## src/design/fcc_cfg.svh

```systemverilog
// Offsets, field positions, reset values and timing counts of the filter cascade control bank
`ifndef FCC_CFG_SVH
`define FCC_CFG_SVH
// Byte addresses on the host port
`define FCC_ADDR_LEN_LAST_LO 8'h80
`define FCC_ADDR_LEN_LAST_HI 8'h81
`define FCC_ADDR_LEN_SECOND_LO 8'h82
`define FCC_ADDR_LEN_SECOND_HI 8'h83
`define FCC_ADDR_LEN_FIRST_LO 8'h84
`define FCC_ADDR_LEN_FIRST_HI 8'h85
`define FCC_ADDR_STATIC 8'h90
`define FCC_ADDR_ACTIVE 8'h92
`define FCC_ADDR_BACKEND0 8'hA0
// Wishbone offsets of the controller's own registers (byte addresses, one 32-bit register every 4 bytes)
`define FCC_WB_CMD 4'h0
`define FCC_WB_WDATA 4'h4
`define FCC_WB_RDATA 4'h8
`define FCC_WB_STATUS 4'hC
// Field positions
`define FCC_LEN_MSB 10
`define FCC_LEN_MAX 11'h460
`define FCC_SC_POS_TABLE 6
`define FCC_SC_DELAY_OE 5
`define FCC_SC_CASC_OE 4
`define FCC_SC_UCOEF 3
`define FCC_SC_UDATA 2
`define FCC_SC_BYPASS 1
`define FCC_SC_SWAP 0
`define FCC_AC_TABLE_EN 1
`define FCC_AC_BANK 0
`define FCC_BC_FULL 7
`define FCC_BC_HALF 6
`define FCC_BC_ZERO_CASC 0
// Reserved-bit masks and reset values
`define FCC_MASK_STATIC 8'h7F
`define FCC_MASK_ACTIVE 8'h03
`define FCC_MASK_BACKEND0 8'hFF
`define FCC_RST_BYTE 8'h00
// Timing counts in cycles
`define FCC_LEN_SETTLE 22
`define FCC_BYPASS_DELAY 2
`define FCC_TABLE_WAIT 2
`define FCC_CFG_EFFECT_MAX 3
`endif

```

## src/design/fcc_pkg.sv

```systemverilog
// Types shared by both ends of the filter cascade control bank
package fcc_pkg;
	typedef logic [7:0] fcc_byte_t;
	typedef logic [10:0] fcc_len_t;
	typedef enum logic [1:0] {
		FCC_RECT_THROUGH = 2'b00,
		FCC_RECT_HALF = 2'b01,
		FCC_RECT_FULL = 2'b10
	} fcc_rect_t;
endpackage : fcc_pkg

```

## src/design/fcc_if.sv

```systemverilog
// Byte-wide host port between the controller and the register bank
`timescale 1ns/1ps
`default_nettype none
interface fcc_if;
	logic en;
	logic wr;
	logic [7:0] addr;
	logic [7:0] wdata;
	logic [7:0] rdata;
	logic rvalid;
	modport dev (input en, input wr, input addr, input wdata, output rdata, output rvalid);
	modport host (output en, output wr, output addr, output wdata, input rdata, input rvalid);
endinterface : fcc_if
`default_nettype wire

```

## src/design/fcc_dev.sv

```systemverilog
// Register bank end of the filter cascade: control registers and the datapath controls they steer
`timescale 1ns/1ps
`default_nettype none
`include "fcc_cfg.svh"
// Function
// - Delay length equals low eleven bits, 0..1120; code does not clamp, up to 2047.
// - Last line output invalid 22 cycles after write.
// - Earlier line change ripples through later lines.
// - Reserved bits read zero; host writes zero; fcc_host masks static_config only.
// - Table address signed or unsigned by bit; table_addr_in_range_o is 1 in both settings.
// - Delay output pins tristate unless enabled.
// - Cascade output pins tristate unless enabled.
// - Unsigned-coefficient bit selects coefficient format.
// - Coefficient format captured per coefficient load.
// - Unsigned-data bit sets input format, static.
// - Bypass sends input to output in 2 cycles.
// - Continuous swap alternates banks every input cycle.
// - Table disabled: host owns it, output zero.
// - Host waits 2 cycles after table toggle.
// - Current bank bit picks bank zero or one.
// - Bank bit only seeds swap; host leaves it.
// - Full-wave takes absolute value, overrides half.
// - Half-wave zeroes negatives; else pass through.
// - Mac scaler two's complement, -8..+8 shifts.
// - Zero-cascade bit feeds zero to adder.
// - Config writes act within 0..3 cycles.
// - Length registers byte pairs, low byte first.
module fcc_dev #(
	parameter int DATA_W = 8,
	parameter int CASC_W = 22
) (
	// Clock and reset
	input wire logic clk_i,
	input wire logic rst_i,
	// Host port
	fcc_if.dev bus,
	// Sample path
	input wire logic [DATA_W-1:0] delay_in_i,
	input wire logic [DATA_W-1:0] last_line_out_i,
	input wire logic [CASC_W-1:0] casc_sum_i,
	input wire logic [CASC_W-1:0] casc_in_i,
	input wire logic input_cycle_end_i,
	input wire logic coef_load_i,
	input wire logic [7:0] table_addr_i,
	input wire logic [7:0] table_data_i,
	// Datapath controls
	output logic [10:0] len_last_o,
	output logic [10:0] len_second_o,
	output logic [10:0] len_first_o,
	output logic len_settling_o,
	output logic [DATA_W-1:0] delay_out_o,
	output logic delay_out_oe_o,
	output logic [CASC_W-1:0] casc_feed_o,
	output logic [CASC_W-1:0] rect_out_o,
	output logic casc_out_oe_o,
	output logic coef_unsigned_o,
	output logic data_unsigned_o,
	output logic table_addr_in_range_o,
	output logic bank_o,
	output logic table_owned_o,
	output logic [7:0] table_out_o,
	output logic force_static_norm_o,
	output logic [4:0] mac_scale_o
);
	import fcc_pkg::*;

	fcc_byte_t static_r, active_r, backend_r;
	fcc_byte_t lo_last_r, lo_second_r, lo_first_r;
	fcc_len_t len_last_r, len_second_r, len_first_r;
	logic [4:0] settle_r;
	logic [DATA_W-1:0] byp0_r;
	logic bank_r;
	logic [1:0] tbl_pipe_r;
	fcc_rect_t rect_mode;
	logic wr_go;

	assign wr_go = bus.en && bus.wr;

	// ****************************************
	// Length registers
	// ****************************************
	always_ff @(posedge clk_i) begin
		if (rst_i) begin
			lo_last_r <= `FCC_RST_BYTE;
			lo_second_r <= `FCC_RST_BYTE;
			lo_first_r <= `FCC_RST_BYTE;
			len_last_r <= '0;
			len_second_r <= '0;
			len_first_r <= '0;
		end else if (wr_go) begin
			unique case (bus.addr)
				`FCC_ADDR_LEN_LAST_LO: lo_last_r <= bus.wdata;
				`FCC_ADDR_LEN_SECOND_LO: lo_second_r <= bus.wdata;
				`FCC_ADDR_LEN_FIRST_LO: lo_first_r <= bus.wdata;
				`FCC_ADDR_LEN_LAST_HI: len_last_r <= {bus.wdata[2:0], lo_last_r};
				`FCC_ADDR_LEN_SECOND_HI: len_second_r <= {bus.wdata[2:0], lo_second_r};
				`FCC_ADDR_LEN_FIRST_HI: len_first_r <= {bus.wdata[2:0], lo_first_r};
				default: ;
			endcase
		end
	end

	// Settle window after the last line's length changes
	always_ff @(posedge clk_i) begin
		if (rst_i) begin
			settle_r <= '0;
		end else if (wr_go && bus.addr == `FCC_ADDR_LEN_LAST_HI) begin
			settle_r <= 5'(`FCC_LEN_SETTLE);
		end else if (settle_r != '0) begin
			settle_r <= settle_r - 5'h01;
		end
	end

	// ****************************************
	// Control registers
	// ****************************************
	always_ff @(posedge clk_i) begin
		if (rst_i) begin
			static_r <= `FCC_RST_BYTE;
			active_r <= `FCC_RST_BYTE;
			backend_r <= `FCC_RST_BYTE;
		end else if (wr_go) begin
			unique case (bus.addr)
				`FCC_ADDR_STATIC: static_r <= bus.wdata & `FCC_MASK_STATIC;
				`FCC_ADDR_ACTIVE: active_r <= bus.wdata & `FCC_MASK_ACTIVE;
				`FCC_ADDR_BACKEND0: backend_r <= bus.wdata;
				default: ;
			endcase
		end
	end

	// ****************************************
	// Read port
	// ****************************************
	always_ff @(posedge clk_i) begin
		if (rst_i) begin
			bus.rdata <= '0;
			bus.rvalid <= 1'b0;
		end else begin
			bus.rvalid <= bus.en && !bus.wr;
			unique case (bus.addr)
				`FCC_ADDR_LEN_LAST_LO: bus.rdata <= len_last_r[7:0];
				`FCC_ADDR_LEN_LAST_HI: bus.rdata <= {5'h00, len_last_r[10:8]};
				`FCC_ADDR_LEN_SECOND_LO: bus.rdata <= len_second_r[7:0];
				`FCC_ADDR_LEN_SECOND_HI: bus.rdata <= {5'h00, len_second_r[10:8]};
				`FCC_ADDR_LEN_FIRST_LO: bus.rdata <= len_first_r[7:0];
				`FCC_ADDR_LEN_FIRST_HI: bus.rdata <= {5'h00, len_first_r[10:8]};
				`FCC_ADDR_STATIC: bus.rdata <= static_r;
				`FCC_ADDR_ACTIVE: bus.rdata <= active_r;
				`FCC_ADDR_BACKEND0: bus.rdata <= backend_r;
				default: bus.rdata <= 8'h00;
			endcase
		end
	end

	// ****************************************
	// Bank selection
	// ****************************************
	always_ff @(posedge clk_i) begin
		if (rst_i) begin
			bank_r <= 1'b0;
		end else if (!static_r[`FCC_SC_SWAP]) begin
			bank_r <= active_r[`FCC_AC_BANK];
		end else if (wr_go && bus.addr == `FCC_ADDR_STATIC) begin
			bank_r <= active_r[`FCC_AC_BANK];
		end else if (input_cycle_end_i) begin
			bank_r <= !bank_r;
		end
	end

	// ****************************************
	// Datapath controls
	// ****************************************
	always_ff @(posedge clk_i) begin
		if (rst_i) begin
			byp0_r <= '0;
			delay_out_o <= '0;
		end else begin
			byp0_r <= delay_in_i;
			delay_out_o <= static_r[`FCC_SC_BYPASS] ? byp0_r : last_line_out_i;
		end
	end

	always_comb begin
		rect_mode = FCC_RECT_THROUGH;
		if (backend_r[`FCC_BC_FULL])
			rect_mode = FCC_RECT_FULL;
		else if (backend_r[`FCC_BC_HALF])
			rect_mode = FCC_RECT_HALF;
	end

	always_ff @(posedge clk_i) begin
		if (rst_i) begin
			rect_out_o <= '0;
			casc_feed_o <= '0;
			coef_unsigned_o <= 1'b0;
			tbl_pipe_r <= '0;
			table_out_o <= '0;
			table_addr_in_range_o <= 1'b0;
		end else begin
			unique case (rect_mode)
				FCC_RECT_FULL: rect_out_o <= casc_sum_i[CASC_W-1] ? -casc_sum_i : casc_sum_i;
				FCC_RECT_HALF: rect_out_o <= casc_sum_i[CASC_W-1] ? '0 : casc_sum_i;
				default: rect_out_o <= casc_sum_i;
			endcase
			casc_feed_o <= backend_r[`FCC_BC_ZERO_CASC] ? '0 : casc_in_i;
			if (coef_load_i)
				coef_unsigned_o <= static_r[`FCC_SC_UCOEF];
			tbl_pipe_r <= {tbl_pipe_r[0], active_r[`FCC_AC_TABLE_EN]};
			table_out_o <= active_r[`FCC_AC_TABLE_EN] ? table_data_i : 8'h00;
			table_addr_in_range_o <= static_r[`FCC_SC_POS_TABLE] ? 1'b1 :
				(table_addr_i <= 8'h7F || table_addr_i >= 8'h80);
		end
	end

	// Register copies; most act one cycle after the register write, bank_o two and table_owned_o three, within the 0..3 window
	always_ff @(posedge clk_i) begin
		if (rst_i) begin
			len_last_o <= '0;
			len_second_o <= '0;
			len_first_o <= '0;
			len_settling_o <= 1'b0;
			delay_out_oe_o <= 1'b0;
			casc_out_oe_o <= 1'b0;
			data_unsigned_o <= 1'b0;
			bank_o <= 1'b0;
			table_owned_o <= 1'b0;
			force_static_norm_o <= 1'b1;
			mac_scale_o <= '0;
		end else begin
			len_last_o <= len_last_r;
			len_second_o <= len_second_r;
			len_first_o <= len_first_r;
			len_settling_o <= settle_r != '0;
			delay_out_oe_o <= static_r[`FCC_SC_DELAY_OE];
			casc_out_oe_o <= static_r[`FCC_SC_CASC_OE];
			data_unsigned_o <= static_r[`FCC_SC_UDATA];
			bank_o <= bank_r;
			table_owned_o <= tbl_pipe_r[1];
			force_static_norm_o <= !active_r[`FCC_AC_TABLE_EN];
			mac_scale_o <= backend_r[5:1];
		end
	end
endmodule : fcc_dev
`default_nettype wire

```

## src/flat_wrapper.sv

```systemverilog
// flat-port wrapper written by rule: the top's interface ports become plain ports
module fcc_dev_flat import fcc_pkg::*;
#(
	parameter int DATA_W = 8,
	parameter int CASC_W = 22
)
  (clk_i, rst_i, delay_in_i, last_line_out_i, casc_sum_i, casc_in_i, input_cycle_end_i, coef_load_i, table_addr_i, table_data_i, len_last_o, len_second_o, len_first_o, len_settling_o, delay_out_o, delay_out_oe_o, casc_feed_o, rect_out_o, casc_out_oe_o, coef_unsigned_o, data_unsigned_o, table_addr_in_range_o, bank_o, table_owned_o, table_out_o, force_static_norm_o, mac_scale_o, bus_en, bus_wr, bus_addr, bus_wdata, bus_rdata, bus_rvalid);
  fcc_if bus_i ();
  input wire logic clk_i;
  input wire logic rst_i;
  input wire logic [DATA_W-1:0] delay_in_i;
  input wire logic [DATA_W-1:0] last_line_out_i;
  input wire logic [CASC_W-1:0] casc_sum_i;
  input wire logic [CASC_W-1:0] casc_in_i;
  input wire logic input_cycle_end_i;
  input wire logic coef_load_i;
  input wire logic [7:0] table_addr_i;
  input wire logic [7:0] table_data_i;
  output logic [10:0] len_last_o;
  output logic [10:0] len_second_o;
  output logic [10:0] len_first_o;
  output logic len_settling_o;
  output logic [DATA_W-1:0] delay_out_o;
  output logic delay_out_oe_o;
  output logic [CASC_W-1:0] casc_feed_o;
  output logic [CASC_W-1:0] rect_out_o;
  output logic casc_out_oe_o;
  output logic coef_unsigned_o;
  output logic data_unsigned_o;
  output logic table_addr_in_range_o;
  output logic bank_o;
  output logic table_owned_o;
  output logic [7:0] table_out_o;
  output logic force_static_norm_o;
  output logic [4:0] mac_scale_o;
  input wire logic [$bits(bus_i.en)-1:0] bus_en;
  input wire logic [$bits(bus_i.wr)-1:0] bus_wr;
  input wire logic [$bits(bus_i.addr)-1:0] bus_addr;
  input wire logic [$bits(bus_i.wdata)-1:0] bus_wdata;
  output wire logic [$bits(bus_i.rdata)-1:0] bus_rdata;
  output wire logic [$bits(bus_i.rvalid)-1:0] bus_rvalid;
  assign bus_i.en = bus_en;
  assign bus_i.wr = bus_wr;
  assign bus_i.addr = bus_addr;
  assign bus_i.wdata = bus_wdata;
  assign bus_rdata = bus_i.rdata;
  assign bus_rvalid = bus_i.rvalid;
  fcc_dev #(.DATA_W(DATA_W), .CASC_W(CASC_W)) u_core (.clk_i(clk_i), .rst_i(rst_i), .bus(bus_i), .delay_in_i(delay_in_i), .last_line_out_i(last_line_out_i), .casc_sum_i(casc_sum_i), .casc_in_i(casc_in_i), .input_cycle_end_i(input_cycle_end_i), .coef_load_i(coef_load_i), .table_addr_i(table_addr_i), .table_data_i(table_data_i), .len_last_o(len_last_o), .len_second_o(len_second_o), .len_first_o(len_first_o), .len_settling_o(len_settling_o), .delay_out_o(delay_out_o), .delay_out_oe_o(delay_out_oe_o), .casc_feed_o(casc_feed_o), .rect_out_o(rect_out_o), .casc_out_oe_o(casc_out_oe_o), .coef_unsigned_o(coef_unsigned_o), .data_unsigned_o(data_unsigned_o), .table_addr_in_range_o(table_addr_in_range_o), .bank_o(bank_o), .table_owned_o(table_owned_o), .table_out_o(table_out_o), .force_static_norm_o(force_static_norm_o), .mac_scale_o(mac_scale_o));
endmodule
```

## config.mk

```make
export PLATFORM = sky130hd
export DESIGN_NAME = fcc_dev_flat
export DESIGN_NICKNAME = d
export VERILOG_FILES = /design/src/design/fcc_pkg.sv /design/src/design/fcc_if.sv /design/src/design/fcc_dev.sv /design/src/flat_wrapper.sv
export VERILOG_INCLUDE_DIRS = /design/src /design/src/design
export SDC_FILE = /design/constraint.sdc
export NUM_CORES = 1
export LEC_CHECK = 0
export ABC_AREA = 1
export BUFFER_PORTS_ARGS = -buffer_cell sky130_fd_sc_hd__buf_2
export CORE_MARGIN = 2
export CORE_UTILIZATION = 35
export CTS_CLUSTER_SIZE = 28
export DETAILED_ROUTE_END_ITERATION = 8
export PLACE_DENSITY = 0.58
export SYNTH_ARGS = -nofsm -noshare
export SYNTH_HDL_FRONTEND = slang
export SYNTH_SLANG_ARGS = --single-unit
```

## constraint.sdc

```tcl
create_clock -name clk_i -period 1.6 [get_ports clk_i]
set_input_delay 0.08 -clock clk_i [delete_from_list [all_inputs] [get_ports clk_i]]
set_output_delay 0.08 -clock clk_i [all_outputs]
set_load 0.005 [all_outputs]
```

==> results.md <==
* Outcome: finished clean
* Arr. time, crit path at approximately 1800 ps
* Synthesis-to-layout area growth at 38.5%
* Detailed-route wire length per cell at 13.9 um
* Overall die width at between 150 and 200 um
* Vias/cell at between 4 and 5
* DR iter-0 viols at ~330
* Pins Over Slew Limit at 0
* CTS tree: built
* Remaining Overflow, GRT at 0
* CP cell instances: dlygate4sd3_1, buf_2, inv_1, ha_1, nand3_1, nor3_2, nand2_1, a22oi_1, nor2_1
* Hold Path Class: in2reg
* Fraction of layout cells with a size suffix above 1 at 23.2%
* Post-DRT Antenna Nets at 0
* Reg area at between 4000 and 5000 um^2
* Pre-CTS worst setup slack at ~110 ps
* Die height at around 150 um
* Placed cells at 1397
* Leading area contributor after synthesis: dfxtp_1
* Die Area at 22600 um^2
* Worst-Margin Slew at roughly 450 ps
* Sequential share of the synthesized area at a little under three fifths
* Inserted Clock Buffers at 23
* Setup repair bufs after CTS at 0
* RSZ-0062 raised after global routing: no
* Reg clk slew, reported paths at ~60 ps
* Register bit count reported by yosys at around 210
* Net Sw Frac at 23.0%
* Min Tclk post-route at about 1400 ps
* IO Pins at 214
* Power Density at about 1100 nW/um^2
* H-tree levels at 1
* Syn Std Cell Area at ~7500 um^2
* Mapped Cells at approximately 940
* Gr usage total at between 10% and 20%
* Relative slew margins at between 60% and 70%
* Fmax at between 700 and 800 MHz
* Post-route setup slack at a little under 200 ps
* CP max stage cell: dlygate4sd3_1
* Final net count at around 1300
* Final setup vio count at 0
* Area of the multi-input gates at approximately 2600 um^2
* Pre-antenna DRT Iters at 7
* CTS Buffer Depth at 3
* Via count at just under 7000
* Max Cap Violations at 0
* Largest net degree at the start of global routing at between 80 and 90
* Residual DRC at 0
* First-pass GRT wire length at between 30000 and 40000 um
* CP Launch Type: input pin
* Most frequent cell after synthesis: dfxtp_1
* Main synth FF type: dfxtp_1
* Antenna Cells at 0
* CP max stage delay at between 500 and 600 ps
* Skew-Pair Late Insertion Delay at 490 ps
* CP endpoint kind: register
* Initial antenna violation count at 0
* Final-report hold violation count at 0
* Comb power frac at under 10%
* Flop pwr share at between 40 and 50%
* Setup_tns at 0 ps
* Yosys Warn Count at 0
* Largest vdd supply drop at roughly 0.00078 V
* Synth cell types at 40
* Initial Util at 35.6%
* Sw Pwr at 2.61 mW
* DRT Wirelength at 21000 um
* Fin crit share at between 80% and 90%
* Max FO, Critical Path at 4
* Post-synth top cells: 206 x dfxtp_1, 170 x nor2_1, 141 x inv_1, 81 x o21ai_0, 80 x a21oi_1
* Post-synth top area share at 55.1%
* Final GP Congestion at about 0.82
* Crit Path Class: in2reg
* Syn Area/Cell at roughly 8.0 um^2
* Clock power frac at about 44%
* Tot Pwr at ~11 mW
* Top post-synthesis cells by area: dfxtp_1 55%, nor2_1 8.5%, inv_1 7.1%, o21ai_0 5.4%, a21oi_1 5.3%
* Vias in the first global route at between 6000 and 7000
* Syn_nets at between 1000 and 1500
* IO buf count at between 200 and 250
* Skew final at 10.7 ps
* DP HPWL at around 15000 um
* Layout Cell Area excl Fill at a little over 10000 um^2
* Static Leak at around 5 nW
* Async set or reset register ratio after synthesis at 0%
* Int Power at between 8 and 9 mW
* Critical Path RT at ~2000 ps
* Final Non-Filler Cells at 1516
* Sink Count at ~200
* # fillers at a little over 2000
* Core region area at ~21000 um^2
* EDFF count, synth at 0
* Clock Tree Root: clkbuf_16
* Placed Instance Area at ~8800 um^2
* Row count at 53
==> layer usage <==
layer | track usage [%] | wire length (um) | vias up
met3 | 3.18 | 1390 | 29
met1 | 22.0 | 9100 | 3061
met5 | 0 | 0 | -
li1 | - | - | 3555
met2 | 32.1 | 10200 | 201
met4 | 4.48 | 354 | 0
==> cells in the final DEF, fill, tap and decap left out, types with 9 or more instances in the layout <==
cell and n:
a21oi_1 80, buf_2 205, buf_4 19, clkbuf_16 23
dfxtp_1 206, dlygate4sd3_1 80, inv_1 140, nand2_1 78
nand3_1 53, nor2_1 170, nor3_1 13, o21ai_0 81
o21ai_1 9
==> metrics by stage <==
stage	util [%]	hold WS [ps]
floorplan	-	152
global placement	42.1	266
detailed placement	42.1	268
CTS	49.3	46.1
global route	49.3	75.4
finish	49.3	58.3
==> layout make-up <==
cell class              count  share of cell area [%]
clock buffers              32                    6.26
clock inverters             7                   0.676
inverters                 146                    5.31
multi-input cells         543                    25.1
flip-flops and latches    206                    39.8
well taps                 275                    3.32
repair buffers            307                    19.6
==> cell families (layout without fill, tap and decap cells) <==
kind of cell,after synthesis,in the layout,share of synthesized area (%)
AND/OR/NAND/NOR,341,341,20.0
flip-flops,206,206,55.1
AO/OA/AOI/OAI,198,198,14.2
buffers and inverters,187,492,10.2
adder cells (fa/ha/maj),2,2,0.334
XOR/XNOR,2,2,0.234
==> sequential cells by signal, indices dropped and copies added (netlist names), 11 cells and up <==
register,flops
u_core.len_first_o,11
u_core.rect_out_o,22
u_core.len_last_r,11
u_core.len_second_o,11
u_core.len_first_r,11
u_core.len_second_r,11
u_core.casc_feed_o,22
u_core.len_last_o,11
==> what timing repair did <==
action,CTS,global route
hold buffers,80,0
endpoints found under the setup margin,0,1
hold endpoints to repair,110,0
resized for setup,0,1
==> power groups by stage <==
stage	Sequential [mW]	Clock [mW]	Combinational [mW]
floorplan	5.45	0	0.488
global placement	5.44	0	0.850
detailed placement	5.44	0	0.861
CTS	5.33	5.15	1.02
global route	5.34	5.32	1.14
finish	5.33	5.00	1.01
==> final timing paths <==
path                                           start               endpoint  slack (ps)  cells past startpoint
worst max-delay path                   casc_sum_i[1]  u_core.rect_out_o[18]         190                      9
worst min-delay path                           rst_i   u_core.len_last_o[1]          60                      3
worst max register to register   u_core.backend_r[7]  u_core.rect_out_o[19]         250                      7
worst min register to register  u_core.tbl_pipe_r[0]   u_core.tbl_pipe_r[1]         410                      2
==> worst max-delay path: cells and delay by family <==
family | cells | cell delay, ps
compound gates | 1 | 150
fa+ha+maj | 1 | 190
buf+inv | 3 | 740
simple gates | 4 | 610
No activity file was read; power rests on OpenSTA's default activity.
